**src/caf_defines.svh**
```systemverilog
`ifndef CAF_DEFINES_SVH
`define CAF_DEFINES_SVH

// ============================================================
// Register indices (byte address = index * 4)
`define CAF_IDX_MASK0     10'h114
`define CAF_IDX_MASK1     10'h115
`define CAF_IDX_MASK2     10'h116
`define CAF_IDX_MASK3     10'h117
`define CAF_IDX_CODE0     10'h118
`define CAF_IDX_CODE1     10'h119
`define CAF_IDX_CODE2     10'h11a
`define CAF_IDX_CODE3     10'h11b
`define CAF_IDX_CODE4     10'h11c
`define CAF_IDX_CODE7     10'h11f
`define CAF_IDX_MASK4     10'h120
`define CAF_IDX_MASK7     10'h123
`define CAF_IDX_CTRL0     10'h100
`define CAF_IDX_ACCEPT    10'h10b
`define CAF_IDX_IRQ_STAT  10'h10c
`define CAF_IDX_IRQ_MASK  10'h10d
`define CAF_IDX_FG_ID     10'h10e
`define CAF_IDX_PIN_CTL   10'h13d
`define CAF_IDX_PIN_DATA  10'h13e
`define CAF_IDX_PIN_DIR   10'h13f

// ============================================================
// Field positions
`define CAF_CTRL0_SOFT_RESET   0
`define CAF_ACC_LAYOUT_LSB     4
`define CAF_ACC_HIT_LSB        0
`define CAF_IRQ_ACCEPT         0
`define CAF_IRQ_DROP           1
`define CAF_PIN_CTL_PULLUP     1
`define CAF_PIN_CTL_REDUCED    0

// ============================================================
// Reset values
`define CAF_RST_SOFT_RESET     1'b1
`define CAF_RST_LAYOUT         2'h0
`define CAF_RST_HIT            3'h0
`define CAF_RST_IRQ            2'h0
`define CAF_RST_PIN_CTL        2'h0
`define CAF_RST_PIN_BITS       6'h00

`endif

```
**src/caf_acceptance_filter_notes_unused.sv**
```systemverilog
`default_nettype none
`default_nettype wire

```
**src/caf_pkg.sv**
```systemverilog
`default_nettype none
package caf_pkg;
  // Filter layout selection
  typedef enum logic [1:0] {
    caf_lay_32     = 2'h0,
    caf_lay_16     = 2'h1,
    caf_lay_8      = 2'h2,
    caf_lay_closed = 2'h3
  } caf_layout_t;

  // Eight code or mask bytes
  typedef logic [7:0][7:0] caf_bank_t;
  // Index of the filter that hit
  typedef logic [2:0]      caf_hit_t;
endpackage : caf_pkg
`default_nettype wire

```
**src/caf_filt_if.sv**
```systemverilog
`default_nettype none
interface caf_filt_if;
  caf_pkg::caf_bank_t   code;
  caf_pkg::caf_bank_t   mask;
  caf_pkg::caf_layout_t layout;
  logic [31:0]          id;
  logic                 ext;
  logic                 hit;
  caf_pkg::caf_hit_t    hit_idx;

  // Owner of the bank and frame
  modport ctl (output code, mask, layout, id, ext, input hit, hit_idx);
  // Comparator
  modport flt (input code, mask, layout, id, ext, output hit, hit_idx);
endinterface : caf_filt_if
`default_nettype wire

```
**src/caf_acceptance_filter.sv**
```systemverilog
// Chosen here: the APB interface to the registers.
`include "caf_defines.svh"
`default_nettype none

// Operation
// - Every frame buffered; only accepted ones copied to foreground
// - Code and mask applied to identifier bytes
// - In the 32-bit layout extended uses four pairs, standard two
// - Compare code bits, qualify with mask
// - Mask zero must match, one ignores
// - Code and mask writable only in soft reset
// - Control covers spare pins seven to two
// - Pull-up enable bit drives pull devices
// - Reduced-drive bit selects weak output
// - Data write latches, driven when output
// - Data read: latch if output, else pin
// - Bits one, zero read transmit, receive
// - Direction zero input, one output
// - Layout field selects filters or closed
// - Hit index updated on foreground copy
module caf_acceptance_filter #(
  parameter int ADDR_W = 12
) (
  // Clock, reset, enable
  input  wire logic              pclk,
  input  wire logic              presetn,
  input  wire logic              clk_en,
  // APB slave
  input  wire logic              psel,
  input  wire logic              penable,
  input  wire logic              pwrite,
  input  wire logic [ADDR_W-1:0] paddr,
  input  wire logic [31:0]       pwdata,
  output logic      [31:0]       prdata,
  output logic                   pready,
  output logic                   pslverr,
  // Received frames from the protocol engine
  input  wire logic              rx_frame_valid,
  input  wire logic [31:0]       rx_frame_id,
  input  wire logic              rx_frame_ext,
  output logic                   rx_accepted,
  output logic                   irq,
  // Bus pins
  input  wire logic              bus_receive_pin,
  input  wire logic              bus_transmit_pin,
  // Spare pins
  input  wire logic [7:2]        spare_pin_in,
  output logic      [7:2]        spare_pin_out,
  output logic      [7:2]        spare_pin_oe,
  output logic                   spare_pin_pullup_enable,
  output logic                   spare_pin_reduced_drive
);

  // ============================================================
  // Elaboration check
  if (ADDR_W < 12) begin : g_addr_check
    $error("ADDR_W must be at least 12");
  end

  // ============================================================
  // Declarations
  caf_filt_if flt ();

  caf_pkg::caf_bank_t   code,        next_code;
  caf_pkg::caf_bank_t   mask,        next_mask;
  caf_pkg::caf_layout_t layout,      next_layout;
  caf_pkg::caf_hit_t    hit_idx,     next_hit_idx;
  logic                 soft_reset,  next_soft_reset;
  logic [1:0]           status,      next_status;
  logic [1:0]           irq_mask,    next_irq_mask;
  logic [31:0]          bg_id,       next_bg_id;
  logic                 bg_ext,      next_bg_ext;
  logic                 bg_pend,     next_bg_pend;
  logic [31:0]          fg_id,       next_fg_id;
  logic                 next_rx_accepted;
  logic                 next_irq;
  logic [31:0]          next_prdata;
  logic                 next_pready;
  logic                 next_pslverr;
  logic [7:2]           next_pin_out;
  logic [7:2]           next_pin_oe;
  logic                 next_pullup;
  logic                 next_reduced;
  logic [7:0]           sync_a;
  logic [7:0]           sync_b;
  logic [1:0]           set_vec;
  logic [9:0]           idx;
  logic [2:0]           bsel;
  logic                 setup;
  logic                 wr_en;
  logic                 mapped;
  logic                 is_code;
  logic                 is_mask;
  logic [31:0]          rd_val;
  logic [7:0]           pin_view;
  logic [7:2]           wd_pins;
  logic [1:0]           wd_ctl;
  logic [1:0]           bus_pins;

  // ============================================================
  // Filter comparator
  assign flt.code   = code;
  assign flt.mask   = mask;
  assign flt.layout = layout;
  assign flt.id     = bg_id;
  assign flt.ext    = bg_ext;

  caf_filter u_filter (
    .flt (flt.flt)
  );

  // ============================================================
  // Pin synchroniser, two stages
  always_ff @(posedge pclk or negedge presetn) begin
    if (!presetn) begin
      sync_a <= 8'h00;
      sync_b <= 8'h00;
    end else if (clk_en) begin
      sync_a <= {spare_pin_in, bus_transmit_pin, bus_receive_pin};
      sync_b <= sync_a;
    end
  end

  // Port data view: latch for outputs, pin for inputs
  always_comb begin
    pin_view[7:2] = (spare_pin_oe & spare_pin_out) | (~spare_pin_oe & sync_b[7:2]);
    pin_view[1:0] = sync_b[1:0];
  end

  assign wd_pins  = pwdata[7:2];
  assign wd_ctl   = pwdata[1:0];
  assign bus_pins = sync_b[1:0];

  // ============================================================
  // APB phase and address decode
  assign setup = psel & ~penable;
  assign wr_en = psel & penable & pready & pwrite & mapped;  // Unmapped writes never land
  assign idx   = paddr[11:2];

  always_comb begin
    mapped  = 1'b1;
    is_code = 1'b0;
    is_mask = 1'b0;
    bsel    = 3'h0;
    rd_val  = 32'h0000_0000;
    if ((paddr >> 12) != '0) begin
      mapped = 1'b0;
    end else if (idx >= `CAF_IDX_MASK0 && idx <= `CAF_IDX_MASK3) begin
      is_mask = 1'b1;
      bsel    = 3'(idx - `CAF_IDX_MASK0);
    end else if (idx >= `CAF_IDX_CODE0 && idx <= `CAF_IDX_CODE3) begin
      is_code = 1'b1;
      bsel    = 3'(idx - `CAF_IDX_CODE0);
    end else if (idx >= `CAF_IDX_CODE4 && idx <= `CAF_IDX_CODE7) begin
      is_code = 1'b1;
      bsel    = 3'(idx - `CAF_IDX_CODE0);
    end else if (idx >= `CAF_IDX_MASK4 && idx <= `CAF_IDX_MASK7) begin
      is_mask = 1'b1;
      bsel    = 3'(idx - `CAF_IDX_MASK4 + 10'h004);
    end else if (idx == `CAF_IDX_CTRL0) begin
      rd_val[`CAF_CTRL0_SOFT_RESET] = soft_reset;
    end else if (idx == `CAF_IDX_ACCEPT) begin
      rd_val[`CAF_ACC_LAYOUT_LSB +: 2] = layout;
      rd_val[`CAF_ACC_HIT_LSB +: 3]    = hit_idx;
    end else if (idx == `CAF_IDX_IRQ_STAT) begin
      rd_val[1:0] = status;
    end else if (idx == `CAF_IDX_IRQ_MASK) begin
      rd_val[1:0] = irq_mask;
    end else if (idx == `CAF_IDX_FG_ID) begin
      rd_val = fg_id;
    end else if (idx == `CAF_IDX_PIN_CTL) begin
      rd_val[`CAF_PIN_CTL_PULLUP]  = spare_pin_pullup_enable;
      rd_val[`CAF_PIN_CTL_REDUCED] = spare_pin_reduced_drive;
    end else if (idx == `CAF_IDX_PIN_DATA) begin
      rd_val[7:0] = pin_view;
    end else if (idx == `CAF_IDX_PIN_DIR) begin
      rd_val[7:2] = spare_pin_oe;
    end else begin
      mapped = 1'b0;
    end
    if (is_code) begin
      rd_val[7:0] = code[bsel];
    end else if (is_mask) begin
      rd_val[7:0] = mask[bsel];
    end
  end

  // ============================================================
  // Filter bank, kept through reset
  always_comb begin
    next_code = code;
    next_mask = mask;
    if (wr_en && soft_reset && is_code) begin
      next_code[bsel] = pwdata[7:0];
    end
    if (wr_en && soft_reset && is_mask) begin
      next_mask[bsel] = pwdata[7:0];
    end
  end

  always_ff @(posedge pclk) begin
    if (clk_en) begin
      code <= next_code;
      mask <= next_mask;
    end
  end

  // ============================================================
  // Registers, receive path, interrupt and bus answer
  always_comb begin
    next_soft_reset  = soft_reset;
    next_layout      = layout;
    next_hit_idx     = hit_idx;
    next_irq_mask    = irq_mask;
    next_bg_id       = bg_id;
    next_bg_ext      = bg_ext;
    next_bg_pend     = 1'b0;
    next_fg_id       = fg_id;
    next_rx_accepted = 1'b0;
    next_pin_out     = spare_pin_out;
    next_pin_oe      = spare_pin_oe;
    next_pullup      = spare_pin_pullup_enable;
    next_reduced     = spare_pin_reduced_drive;
    set_vec          = 2'h0;
    // Judge the frame sitting in the background buffer
    if (bg_pend) begin
      if (flt.hit) begin
        next_fg_id                = bg_id;
        next_hit_idx              = flt.hit_idx;
        next_rx_accepted          = 1'b1;
        set_vec[`CAF_IRQ_ACCEPT]  = 1'b1;
      end else begin
        set_vec[`CAF_IRQ_DROP]    = 1'b1;
      end
    end
    // Every new frame overwrites the background buffer
    if (rx_frame_valid) begin
      next_bg_id   = rx_frame_id;
      next_bg_ext  = rx_frame_ext;
      next_bg_pend = 1'b1;
    end
    // Register writes
    if (wr_en) begin
      if (idx == `CAF_IDX_CTRL0) begin
        next_soft_reset = pwdata[`CAF_CTRL0_SOFT_RESET];
      end else if (idx == `CAF_IDX_ACCEPT && soft_reset) begin
        next_layout = caf_pkg::caf_layout_t'(pwdata[`CAF_ACC_LAYOUT_LSB +: 2]);
      end else if (idx == `CAF_IDX_IRQ_MASK) begin
        next_irq_mask = pwdata[1:0];
      end else if (idx == `CAF_IDX_PIN_CTL) begin
        next_pullup  = pwdata[`CAF_PIN_CTL_PULLUP];
        next_reduced = pwdata[`CAF_PIN_CTL_REDUCED];
      end else if (idx == `CAF_IDX_PIN_DATA) begin
        next_pin_out = pwdata[7:2];
      end else if (idx == `CAF_IDX_PIN_DIR) begin
        next_pin_oe = pwdata[7:2];
      end
    end
    // Sticky status, write one to clear, set wins
    next_status = status;
    if (wr_en && mapped && idx == `CAF_IDX_IRQ_STAT) begin
      next_status = status & ~pwdata[1:0];
    end
    next_status = next_status | set_vec;
    next_irq    = |(next_status & next_irq_mask);
    // Zero-wait answer in the first access cycle
    next_pready  = setup;
    next_pslverr = setup ? ~mapped : 1'b0;
    next_prdata  = (setup && !pwrite) ? rd_val : prdata;
  end

  always_ff @(posedge pclk or negedge presetn) begin
    if (!presetn) begin
      soft_reset              <= `CAF_RST_SOFT_RESET;
      layout                  <= caf_pkg::caf_layout_t'(`CAF_RST_LAYOUT);
      hit_idx                 <= `CAF_RST_HIT;
      status                  <= `CAF_RST_IRQ;
      irq_mask                <= `CAF_RST_IRQ;
      bg_id                   <= 32'h0000_0000;
      bg_ext                  <= 1'b0;
      bg_pend                 <= 1'b0;
      fg_id                   <= 32'h0000_0000;
      rx_accepted             <= 1'b0;
      irq                     <= 1'b0;
      prdata                  <= 32'h0000_0000;
      pready                  <= 1'b0;
      pslverr                 <= 1'b0;
      spare_pin_out           <= `CAF_RST_PIN_BITS;
      spare_pin_oe            <= `CAF_RST_PIN_BITS;
      spare_pin_pullup_enable <= 1'(`CAF_RST_PIN_CTL >> `CAF_PIN_CTL_PULLUP);
      spare_pin_reduced_drive <= 1'(`CAF_RST_PIN_CTL >> `CAF_PIN_CTL_REDUCED);
    end else if (clk_en) begin
      soft_reset              <= next_soft_reset;
      layout                  <= next_layout;
      hit_idx                 <= next_hit_idx;
      status                  <= next_status;
      irq_mask                <= next_irq_mask;
      bg_id                   <= next_bg_id;
      bg_ext                  <= next_bg_ext;
      bg_pend                 <= next_bg_pend;
      fg_id                   <= next_fg_id;
      rx_accepted             <= next_rx_accepted;
      irq                     <= next_irq;
      prdata                  <= next_prdata;
      pready                  <= next_pready;
      pslverr                 <= next_pslverr;
      spare_pin_out           <= next_pin_out;
      spare_pin_oe            <= next_pin_oe;
      spare_pin_pullup_enable <= next_pullup;
      spare_pin_reduced_drive <= next_reduced;
    end
  end

  // ============================================================
  // Assertions
  close_no_accept_a: assert property (@(posedge pclk) disable iff (!presetn)
    (clk_en && bg_pend && layout == caf_pkg::caf_lay_closed) |=> !rx_accepted)
    else $error("closed filter accepted a frame");

  code_write_lock_a: assert property (@(posedge pclk) disable iff (!presetn)
    (clk_en && wr_en && (is_code || is_mask) && !soft_reset) |=> ($stable(code) && $stable(mask)))
    else $error("filter bank changed outside soft reset");

  accept_copy_a: assert property (@(posedge pclk) disable iff (!presetn)
    (clk_en && bg_pend && flt.hit) |=> (rx_accepted && fg_id == $past(bg_id) && status[0]))
    else $error("accepted frame not copied or flagged");

  hit_index_a: assert property (@(posedge pclk) disable iff (!presetn)
    (clk_en && bg_pend && flt.hit) |=> (hit_idx == $past(flt.hit_idx)))
    else $error("hit index not updated on copy");

  drop_frame_a: assert property (@(posedge pclk) disable iff (!presetn)
    (clk_en && bg_pend && !flt.hit) |=> (!rx_accepted && status[1] && fg_id == $past(fg_id)))
    else $error("rejected frame reached foreground");

  mask_free_a: assert property (@(posedge pclk) disable iff (!presetn)
    (clk_en && bg_pend && layout == caf_pkg::caf_lay_8 && mask[0] == 8'hff) |=> (rx_accepted && hit_idx == 3'h0))
    else $error("fully masked filter did not hit");

  std_two_bytes_a: assert property (@(posedge pclk) disable iff (!presetn)
    (clk_en && bg_pend && layout == caf_pkg::caf_lay_32 && !bg_ext &&
     mask[0] == 8'hff && mask[1] == 8'hff) |=> rx_accepted)
    else $error("standard frame judged on more than two bytes");

  dir_write_a: assert property (@(posedge pclk) disable iff (!presetn)
    (clk_en && wr_en && idx == `CAF_IDX_PIN_DIR) |=> (spare_pin_oe == $past(wd_pins)))
    else $error("direction write not applied");

  pin_ctl_a: assert property (@(posedge pclk) disable iff (!presetn)
    (clk_en && wr_en && idx == `CAF_IDX_PIN_CTL) |=>
      ({spare_pin_pullup_enable, spare_pin_reduced_drive} == $past(wd_ctl)))
    else $error("pin control write not applied");

  bus_pin_read_a: assert property (@(posedge pclk) disable iff (!presetn)
    (clk_en && setup && !pwrite && idx == `CAF_IDX_PIN_DATA && (paddr >> 12) == '0) |=>
      (pready && prdata[1:0] == $past(bus_pins)))
    else $error("bus pin levels not returned");

  irq_level_a: assert property (@(posedge pclk) disable iff (!presetn)
    (clk_en && |(set_vec & irq_mask)) |=> irq)
    else $error("unmasked event raised no interrupt");

endmodule : caf_acceptance_filter
`default_nettype wire

```
**src/caf_filter.sv**
```systemverilog
`default_nettype none
module caf_filter (
  // Bank, frame and result
  caf_filt_if.flt flt
);

  // One byte passes when every unmasked bit agrees
  function automatic logic byte_ok(input logic [7:0] c, input logic [7:0] m, input logic [7:0] i);
    return &((c ~^ i) | m);
  endfunction : byte_ok

  logic [3:0][7:0] idb;

  // Identifier bytes, byte 0 first on the wire
  always_comb begin
    for (int b = 0; b < 4; b++) begin
      idb[b] = flt.id[31 - 8*b -: 8];
    end
  end

  // Filters scanned high to low so the lowest index wins
  always_comb begin
    flt.hit     = 1'b0;
    flt.hit_idx = '0;
    case (flt.layout)
      caf_pkg::caf_lay_32: begin
        for (int k = 1; k >= 0; k--) begin
          if (byte_ok(flt.code[4*k], flt.mask[4*k], idb[0]) &&
              byte_ok(flt.code[4*k+1], flt.mask[4*k+1], idb[1]) &&
              (!flt.ext || (byte_ok(flt.code[4*k+2], flt.mask[4*k+2], idb[2]) &&
                            byte_ok(flt.code[4*k+3], flt.mask[4*k+3], idb[3])))) begin
            flt.hit     = 1'b1;
            flt.hit_idx = 3'(k);
          end
        end
      end
      caf_pkg::caf_lay_16: begin
        for (int k = 3; k >= 0; k--) begin
          if (byte_ok(flt.code[2*k], flt.mask[2*k], idb[0]) &&
              byte_ok(flt.code[2*k+1], flt.mask[2*k+1], idb[1])) begin
            flt.hit     = 1'b1;
            flt.hit_idx = 3'(k);
          end
        end
      end
      caf_pkg::caf_lay_8: begin
        for (int k = 7; k >= 0; k--) begin
          if (byte_ok(flt.code[k], flt.mask[k], idb[0])) begin
            flt.hit     = 1'b1;
            flt.hit_idx = 3'(k);
          end
        end
      end
      default: begin
        flt.hit = 1'b0;  // Closed filter accepts nothing
      end
    endcase
  end

endmodule : caf_filter
`default_nettype wire

```
**config.mk**
```make
export PLATFORM = sky130hd
export DESIGN_NAME = caf_acceptance_filter
export DESIGN_NICKNAME = d
export VERILOG_FILES = /design/src/caf_acceptance_filter_notes_unused.sv /design/src/caf_pkg.sv /design/src/caf_filt_if.sv /design/src/caf_acceptance_filter.sv /design/src/caf_filter.sv
export VERILOG_INCLUDE_DIRS = /design/src
export SDC_FILE = /design/constraint.sdc
export NUM_CORES = 1
export LEC_CHECK = 0
export BUFFER_PORTS_ARGS = -buffer_cell sky130_fd_sc_hd__clkbuf_2
export CAP_MARGIN = 30
export CORE_MARGIN = 8
export CORE_UTILIZATION = 59
export DETAILED_ROUTE_END_ITERATION = 8
export HOLD_SLACK_MARGIN = 0.1
export PLACE_DENSITY = 0.88
export SLEW_MARGIN = 20
export SYNTH_ARGS = -nofsm -noshare
export SYNTH_HDL_FRONTEND = slang
export SYNTH_HIERARCHICAL = 1
export SYNTH_SLANG_ARGS = --single-unit
```
**constraint.sdc**
```tcl
create_clock -name pclk -period 3.6 [get_ports pclk]
set_input_delay 0.18 -clock pclk [delete_from_list [all_inputs] [get_ports pclk]]
set_output_delay 0.18 -clock pclk [all_outputs]
set_load 0.01 [all_outputs]
```
# == Word-level counts from Yosys, hierarchy flattened ==
# Index checks and enable logic that the tools add are counted.
# word_totals
regBits,270
in_bits,92
out_inout_bits,50
word_cells,259
# op_classes
n_addsub,4
order_cmp,10
eq_ne,10
muxes,95
bitwise,52
n_reduce_logical,52
# ops
operator,count
AND reduction 8 bit,17
bitwise mux 64 bit,2
2-to-1 mux 32 bit,4
bitwise OR 8 bit,16
XNOR 8 bit,16
equality test 10 x 9 -> 1 bit (second input constant),8
2-to-1 mux 30 bit,2
binary-select mux 8 bit (select 3 bit),2
2-to-1 mux 8 bit,6
2-to-1 mux 1 bit,42
greater-or-equal comparator 10 x 9 -> 1 bit (second input constant),4
less-or-equal comparator 10 x 9 -> 1 bit (second input constant),4
2-to-1 mux 3 bit,13
2-to-1 mux 31 bit,1
2-to-1 mux 2 bit,15
2-to-1 mux 26 bit,1
demux 8 bit (select 3 bit),1
2-to-1 mux 24 bit,1
logical AND 1 bit,20
2-to-1 mux 6 bit,3
bitwise AND 6 bit,2
one-hot mux 3 bit (3 select lines),1
AND reduction 2 bit,4
inverter 1 bit,7
22 further kinds,31

# == Logic depth before layout (Yosys ltp) ==
# logic_depth
word_depth,20
ltp_mapped,12
mapped_depth_nobuf,11

# == Cells and area by module ==
# Netlist, hierarchy kept.
# modules_own_cells
mod,instances,cells_each,area_each_um2,seq_area_each_um2
caf_acceptance_filter,1,846,11374.7,7398.3
caf_filter,1,260,1989.4,0.0

# == Worst setup path before layout ==
# No wires, ideal clock.
# synth_path
path_kind,flip-flop to flip-flop
start,register bg_id[31]
end,register fg_id[10]
setup_time_ns,0.125
arrival_ns,2.930
t_required_ns,3.475
slack_ns,0.545
path_stages_with_launch,11
path_buffers,2
synth_period_minus_slack_ns,3.055
cell_sequence,dfrtp_1 -> buf_6 -> xnor2_1 -> o22ai_1 -> or4_4 -> or2_1 -> a41o_2 -> o2111ai_1 -> nand3_1 -> clkbuf_1 -> mux2_2
# synth_via
elab_chain_len,13
word_cells_on_any_way,46
cone_classes,mux (15); bitwise (16); reduce/logical (15)
# synth_lines
item,line_no,rtl
"start, declared",caf_acceptance_filter.sv:71,"logic [31:0] bg_id, next_bg_id;"
"start signal, assigned",caf_acceptance_filter.sv:298,bg_id <= next_bg_id;
XNOR 8 bit,caf_filter.sv:9,return &((c ~^ i) | m);
bitwise OR 8 bit,caf_filter.sv:9,
AND reduction 8 bit,caf_filter.sv:9,
2-to-1 mux 1 bit (8 in a row),caf_filter.sv:48,"if (byte_ok(flt.code[k], flt.mask[k], idb[0])) begin"
one-hot mux 1 bit (3 select lines) *,caf_filter.sv:25,case (flt.layout)
net flt.hit,caf_filt_if.sv:8,logic hit;
AND reduction 3 bit (no source line) *,--,
"end signal, assigned",caf_acceptance_filter.sv:301,fg_id <= next_fg_id;
"end, declared",caf_acceptance_filter.sv:74,"logic [31:0] fg_id, next_fg_id;"
# The timed path passes the listed nets; every way through them passes the cells marked *.
# A chain may end at the register's enable or synchronous reset.

# == Final worst setup path ==
# layout_path
start,register bg_id[29]
end,register irq
# layout_via
elab_chain_len,17
word_cells_on_any_way,51
cone_classes,mux (18); bitwise (18); reduce/logical (15)
# layout_lines
item,line_no,rtl
XNOR 8 bit,caf_filter.sv:9,
bitwise OR 8 bit,caf_filter.sv:9,
AND reduction 8 bit,caf_filter.sv:9,
2-to-1 mux 1 bit (8 in a row),caf_filter.sv:48,
one-hot mux 1 bit (3 select lines) *,caf_filter.sv:25,
net flt.hit,caf_filt_if.sv:8,
2-to-1 mux 1 bit,caf_acceptance_filter.sv:227,if (flt.hit) begin
2-to-1 mux 2 bit *,caf_acceptance_filter.sv:226,if (bg_pend) begin
bitwise OR 2 bit *,caf_acceptance_filter.sv:264,next_status = next_status | set_vec;
bitwise AND 2 bit *,caf_acceptance_filter.sv:265,next_irq = |(next_status & next_irq_mask);
OR reduction 2 bit *,caf_acceptance_filter.sv:265,
"end signal, assigned",caf_acceptance_filter.sv:303,irq <= next_irq;
"end, declared",caf_acceptance_filter.sv:42,"output logic irq,"
# Marked as above.

==> results.sh <==
export IMPL_status="finished, final reports clean"
export IMPL_internal_power_mw=5.40
export IMPL_synth_compound_area_share_pct=12.4
export IMPL_hpwl_mm=31.1
export IMPL_path_max_fanout=7
export IMPL_ys_seq_elements=270
export IMPL_postSynthCellCount=1106
export IMPL_criticalPathCategory="flop to flop"
export IMPL_worstMarginPinSlew_ns=0.867
export IMPL_htreeDepth=1
export IMPL_p_comb_share_pct=12.6
export IMPL_clk_pin_slew_ns=0.07
export IMPL_yosys_area_share_xor_xnor_pct=8.51
export IMPL_grt_pass1_wl_mm=69.8
export IMPL_area_growth_pct=18.9
export IMPL_maxCapViolations=0
export IMPL_cts_setup_buffers=0
export IMPL_numCtsBuffers=28
export IMPL_cp_end_kind="flop"
export IMPL_fin_crit_ns=3.57
export IMPL_pin_count=142
export IMPL_die_x_microns=167
export IMPL_clock_latency_ns=0.56
export IMPL_cp_cell_sequence="buf_4 > xnor2_1 > o22ai_1 > or4_1 > nor2b_1 > a21o_1 > o2111ai_1 > buf_4 > nand2_1 > nand3_1 > o21ai_0 > a2111oi_1 > a221o_1"
export IMPL_final_cell_mix="dfrtp_1, xnor2_1, edfxtp_1, clkbuf_2, mux2_2"
export IMPL_antenna_left=0
export IMPL_design_area_sq_um=15900
export IMPL_min_from="pwdata[0]"
export IMPL_cts_buffer_depth=3
export IMPL_p_sw_share_pct=26.6
export IMPL_dieHeight_microns=167
export IMPL_grt_max_degree=101
export IMPL_fmax_mhz=280
export IMPL_drt_iter0_markers=2233
export IMPL_hold_path_class="input pin to flop"
export IMPL_multiInputGateArea_sq_um=5600
export IMPL_peakVddDrop_mv=0.347
export IMPL_ys_top_cells_by_area="edfxtp_1, dfrtp_1, mux2_2, xnor2_1, o22ai_1"
export IMPL_rows=55
export IMPL_syn_area_sq_um=13400
export IMPL_core_area_sq_um=22400
export IMPL_cts_sinks=270
export IMPL_grt_pass1_vias=11200
export IMPL_syn_mean_instance_area_sq_um=12.1
export IMPL_slowest_delay_ns=0.71
export IMPL_required_ns=4.08
export IMPL_crit_top_cell="buf_4"
export IMPL_post_route_drc_count=0
export IMPL_slew_headroom_pct=42.0
export IMPL_yosysSeqAreaShare_pct=55.4
export IMPL_synth_edff_count=128
export IMPL_leakagePower_nw=6.19
export IMPL_viasPerCell=7.05
export IMPL_ff_latch_area_sq_um=7400
export IMPL_placed_area_sq_um=14500
export IMPL_wire_per_inst_microns=29.7
export IMPL_antenna_cells=0
export IMPL_antenna_found_initial=0
export IMPL_synth_top_area_share_pct=28.8
export IMPL_startpoint="bg_id[29]$_DFFE_PN0P_"
export IMPL_grt_use_total_pct=32.8
export IMPL_place_gp_congestion=1.10
export IMPL_fin_nets=1398
export IMPL_drive_above_1_share_pct=28.1
export IMPL_overflow=0
export IMPL_hold_violations=0
export IMPL_finalClockSkew_ns=0.0265
export IMPL_drt_pass1_iter_count=8
export IMPL_clock_power_share_pct=38.8
export IMPL_dieArea_sq_um=27700
export IMPL_netlist_top_cell_by_area="edfxtp_1"
export IMPL_power_density_nw_per_um2=463
export IMPL_synth_fa_ha_area_share_pct=0
export IMPL_layout_commonest_cell="dfrtp_1"
export IMPL_p_switching_mw=1.96
export IMPL_io_buffers=115
export IMPL_yosys_warnings=6
export IMPL_start_util_pct=59.6
export IMPL_yosys_area_share_simple_pct=10.3
export IMPL_synth_top_family_by_area="compound AO/OA/AOI/OAI gates"
export IMPL_reg2reg_from="bg_id[29]$_DFFE_PN0P_"
export IMPL_slew_violations=0
export IMPL_muxShareOfSynthArea_pct=10.6
export IMPL_async_flop_share_pct=52.6
export IMPL_crit_arrival_ns=4.05
export IMPL_vias=11400
export IMPL_setup_violations=0
export IMPL_period_share_pct=99.2
export IMPL_syn_nets=1198
export IMPL_synth_flop_cell="dfrtp_1"
export IMPL_seq_power_share_pct=48.6
export IMPL_root_buffer="clkbuf_16"
export IMPL_nFillCells=1395
export IMPL_cp_slowest_cell="dfrtp_1"
export IMPL_synth_cell_types=79
export IMPL_hold_worst_slack_ns=0.145
export IMPL_cts_tree="built"
export IMPL_routed_wl_mm=47.9
export IMPL_cp_start_kind="flop"
-- critical path: cells and delay by family, from the launching register on --
family                 cells  cell delay, ns
XOR/XNOR                   1            0.14
buffers and inverters      2            0.45
AND/OR/NAND/NOR            4            1.00
flip-flops                 1            0.71
AO/OA/AOI/OAI              6            1.22
-- what timing repair did --
action,in CTS,in global routing
hold endpoints to repair,141,22
endpoints found under the setup margin,0,1
gates resized for setup,0,2
hold buffers,44,1
-- final timing paths --
path	depth (start not counted)	slack, ns	end
worst max-delay path	13	0.03	irq$_DFFE_PN0P_
worst min-delay path	2	0.14	code[8]$_DFFE_PP_
worst max register to register	13	0.03	irq$_DFFE_PN0P_
worst min register to register	2	0.50	prdata[15]$_DFFE_PN0P_
max in group asynchronous	5	1.97	bg_id[15]$_DFFE_PN0P_
min in group asynchronous	3	0.61	sync_a[2]$_DFFE_PN0P_
-- area by class of cell --
cell class | count | area share [%]
clock inverter | 20 | 0.953
clock buffer | 32 | 4.64
timing repair buffer | 232 | 10.0
multi-input combinational | 760 | 35.2
tap | 285 | 2.24
sequential | 270 | 46.6
inverter | 14 | 0.331
-- synth_stat cells, drive strengths merged (4+ instances only) --
cell / instances
nor2b: 7
a32oi: 9
a22o: 4
nand2b: 4
a21o: 5
nand3b: 5
a211oi: 4
edfxtp: 128
a221oi: 5
or4: 9
a22oi: 7
buf: 31
o31ai: 8
o22ai: 69
clkbuf: 31
xnor2: 129
inv: 14
a32o: 4
o21ai: 51
a31oi: 14
nand3: 27
and3: 7
dfrtp: 141
mux2: 111
mux2i: 14
nor3: 10
a21oi: 30
nor4: 23
and2: 9
nand2: 106
o211ai: 11
nor2: 34
-- flip-flops by register name (all words and copies together) (netlist names), 2 cells and up --
register	count
sync_b	8
flt.mask	64
spare_pin_out	6
spare_pin_oe	6
sync_a	8
prdata	32
bg_id	32
hit_idx	3
code	64
irq_mask	2
flt.layout	2
status	2
fg_id	32
-- cells by family after synthesis --
group                     Yosys count
xor gates and xnor gates          129
buffers and inverters              76
muxes                             126
and+or+nand+nor                   258
AOI/OAI and AO/OA                 247
DFF                               270
-- stage by stage --
stage	TNS, ns	utilization [%]	worst slack (ns)	cells	power, mW
floorplan	0	-	0.545	1106	4.04
global placement	0	64.7	0.430	1515	4.39
detailed placement	0	64.7	0.363	1515	4.42
CTS	0	70.6	0.298	1611	7.23
global route	-0.0297	70.8	-0.0297	1613	7.50
finish	0	70.8	0.0275	1613	7.36
-- metal layers --
layer | track usage, % | wire length (microns) | vias up
met3 | 8.56 | 6390 | 304
met5 | 0 | 0 | -
li1 | - | - | 4540
met4 | 19.0 | 3410 | 0
met2 | 52.3 | 21500 | 1123
met1 | 40.2 | 16600 | 5397
-- power groups by stage --
| stage | clock (mW) | sequential (mW) | combinational [mW] |
|---|---|---|---|
| after floorplan | 0 | 3.50 | 0.541 |
| after global placement | 0 | 3.60 | 0.795 |
| after detailed placement | 0 | 3.60 | 0.820 |
| after CTS | 2.81 | 3.55 | 0.871 |
| after global routing | 2.96 | 3.57 | 0.962 |
| final | 2.85 | 3.58 | 0.930 |
Power figures use the tool's default switching activity.
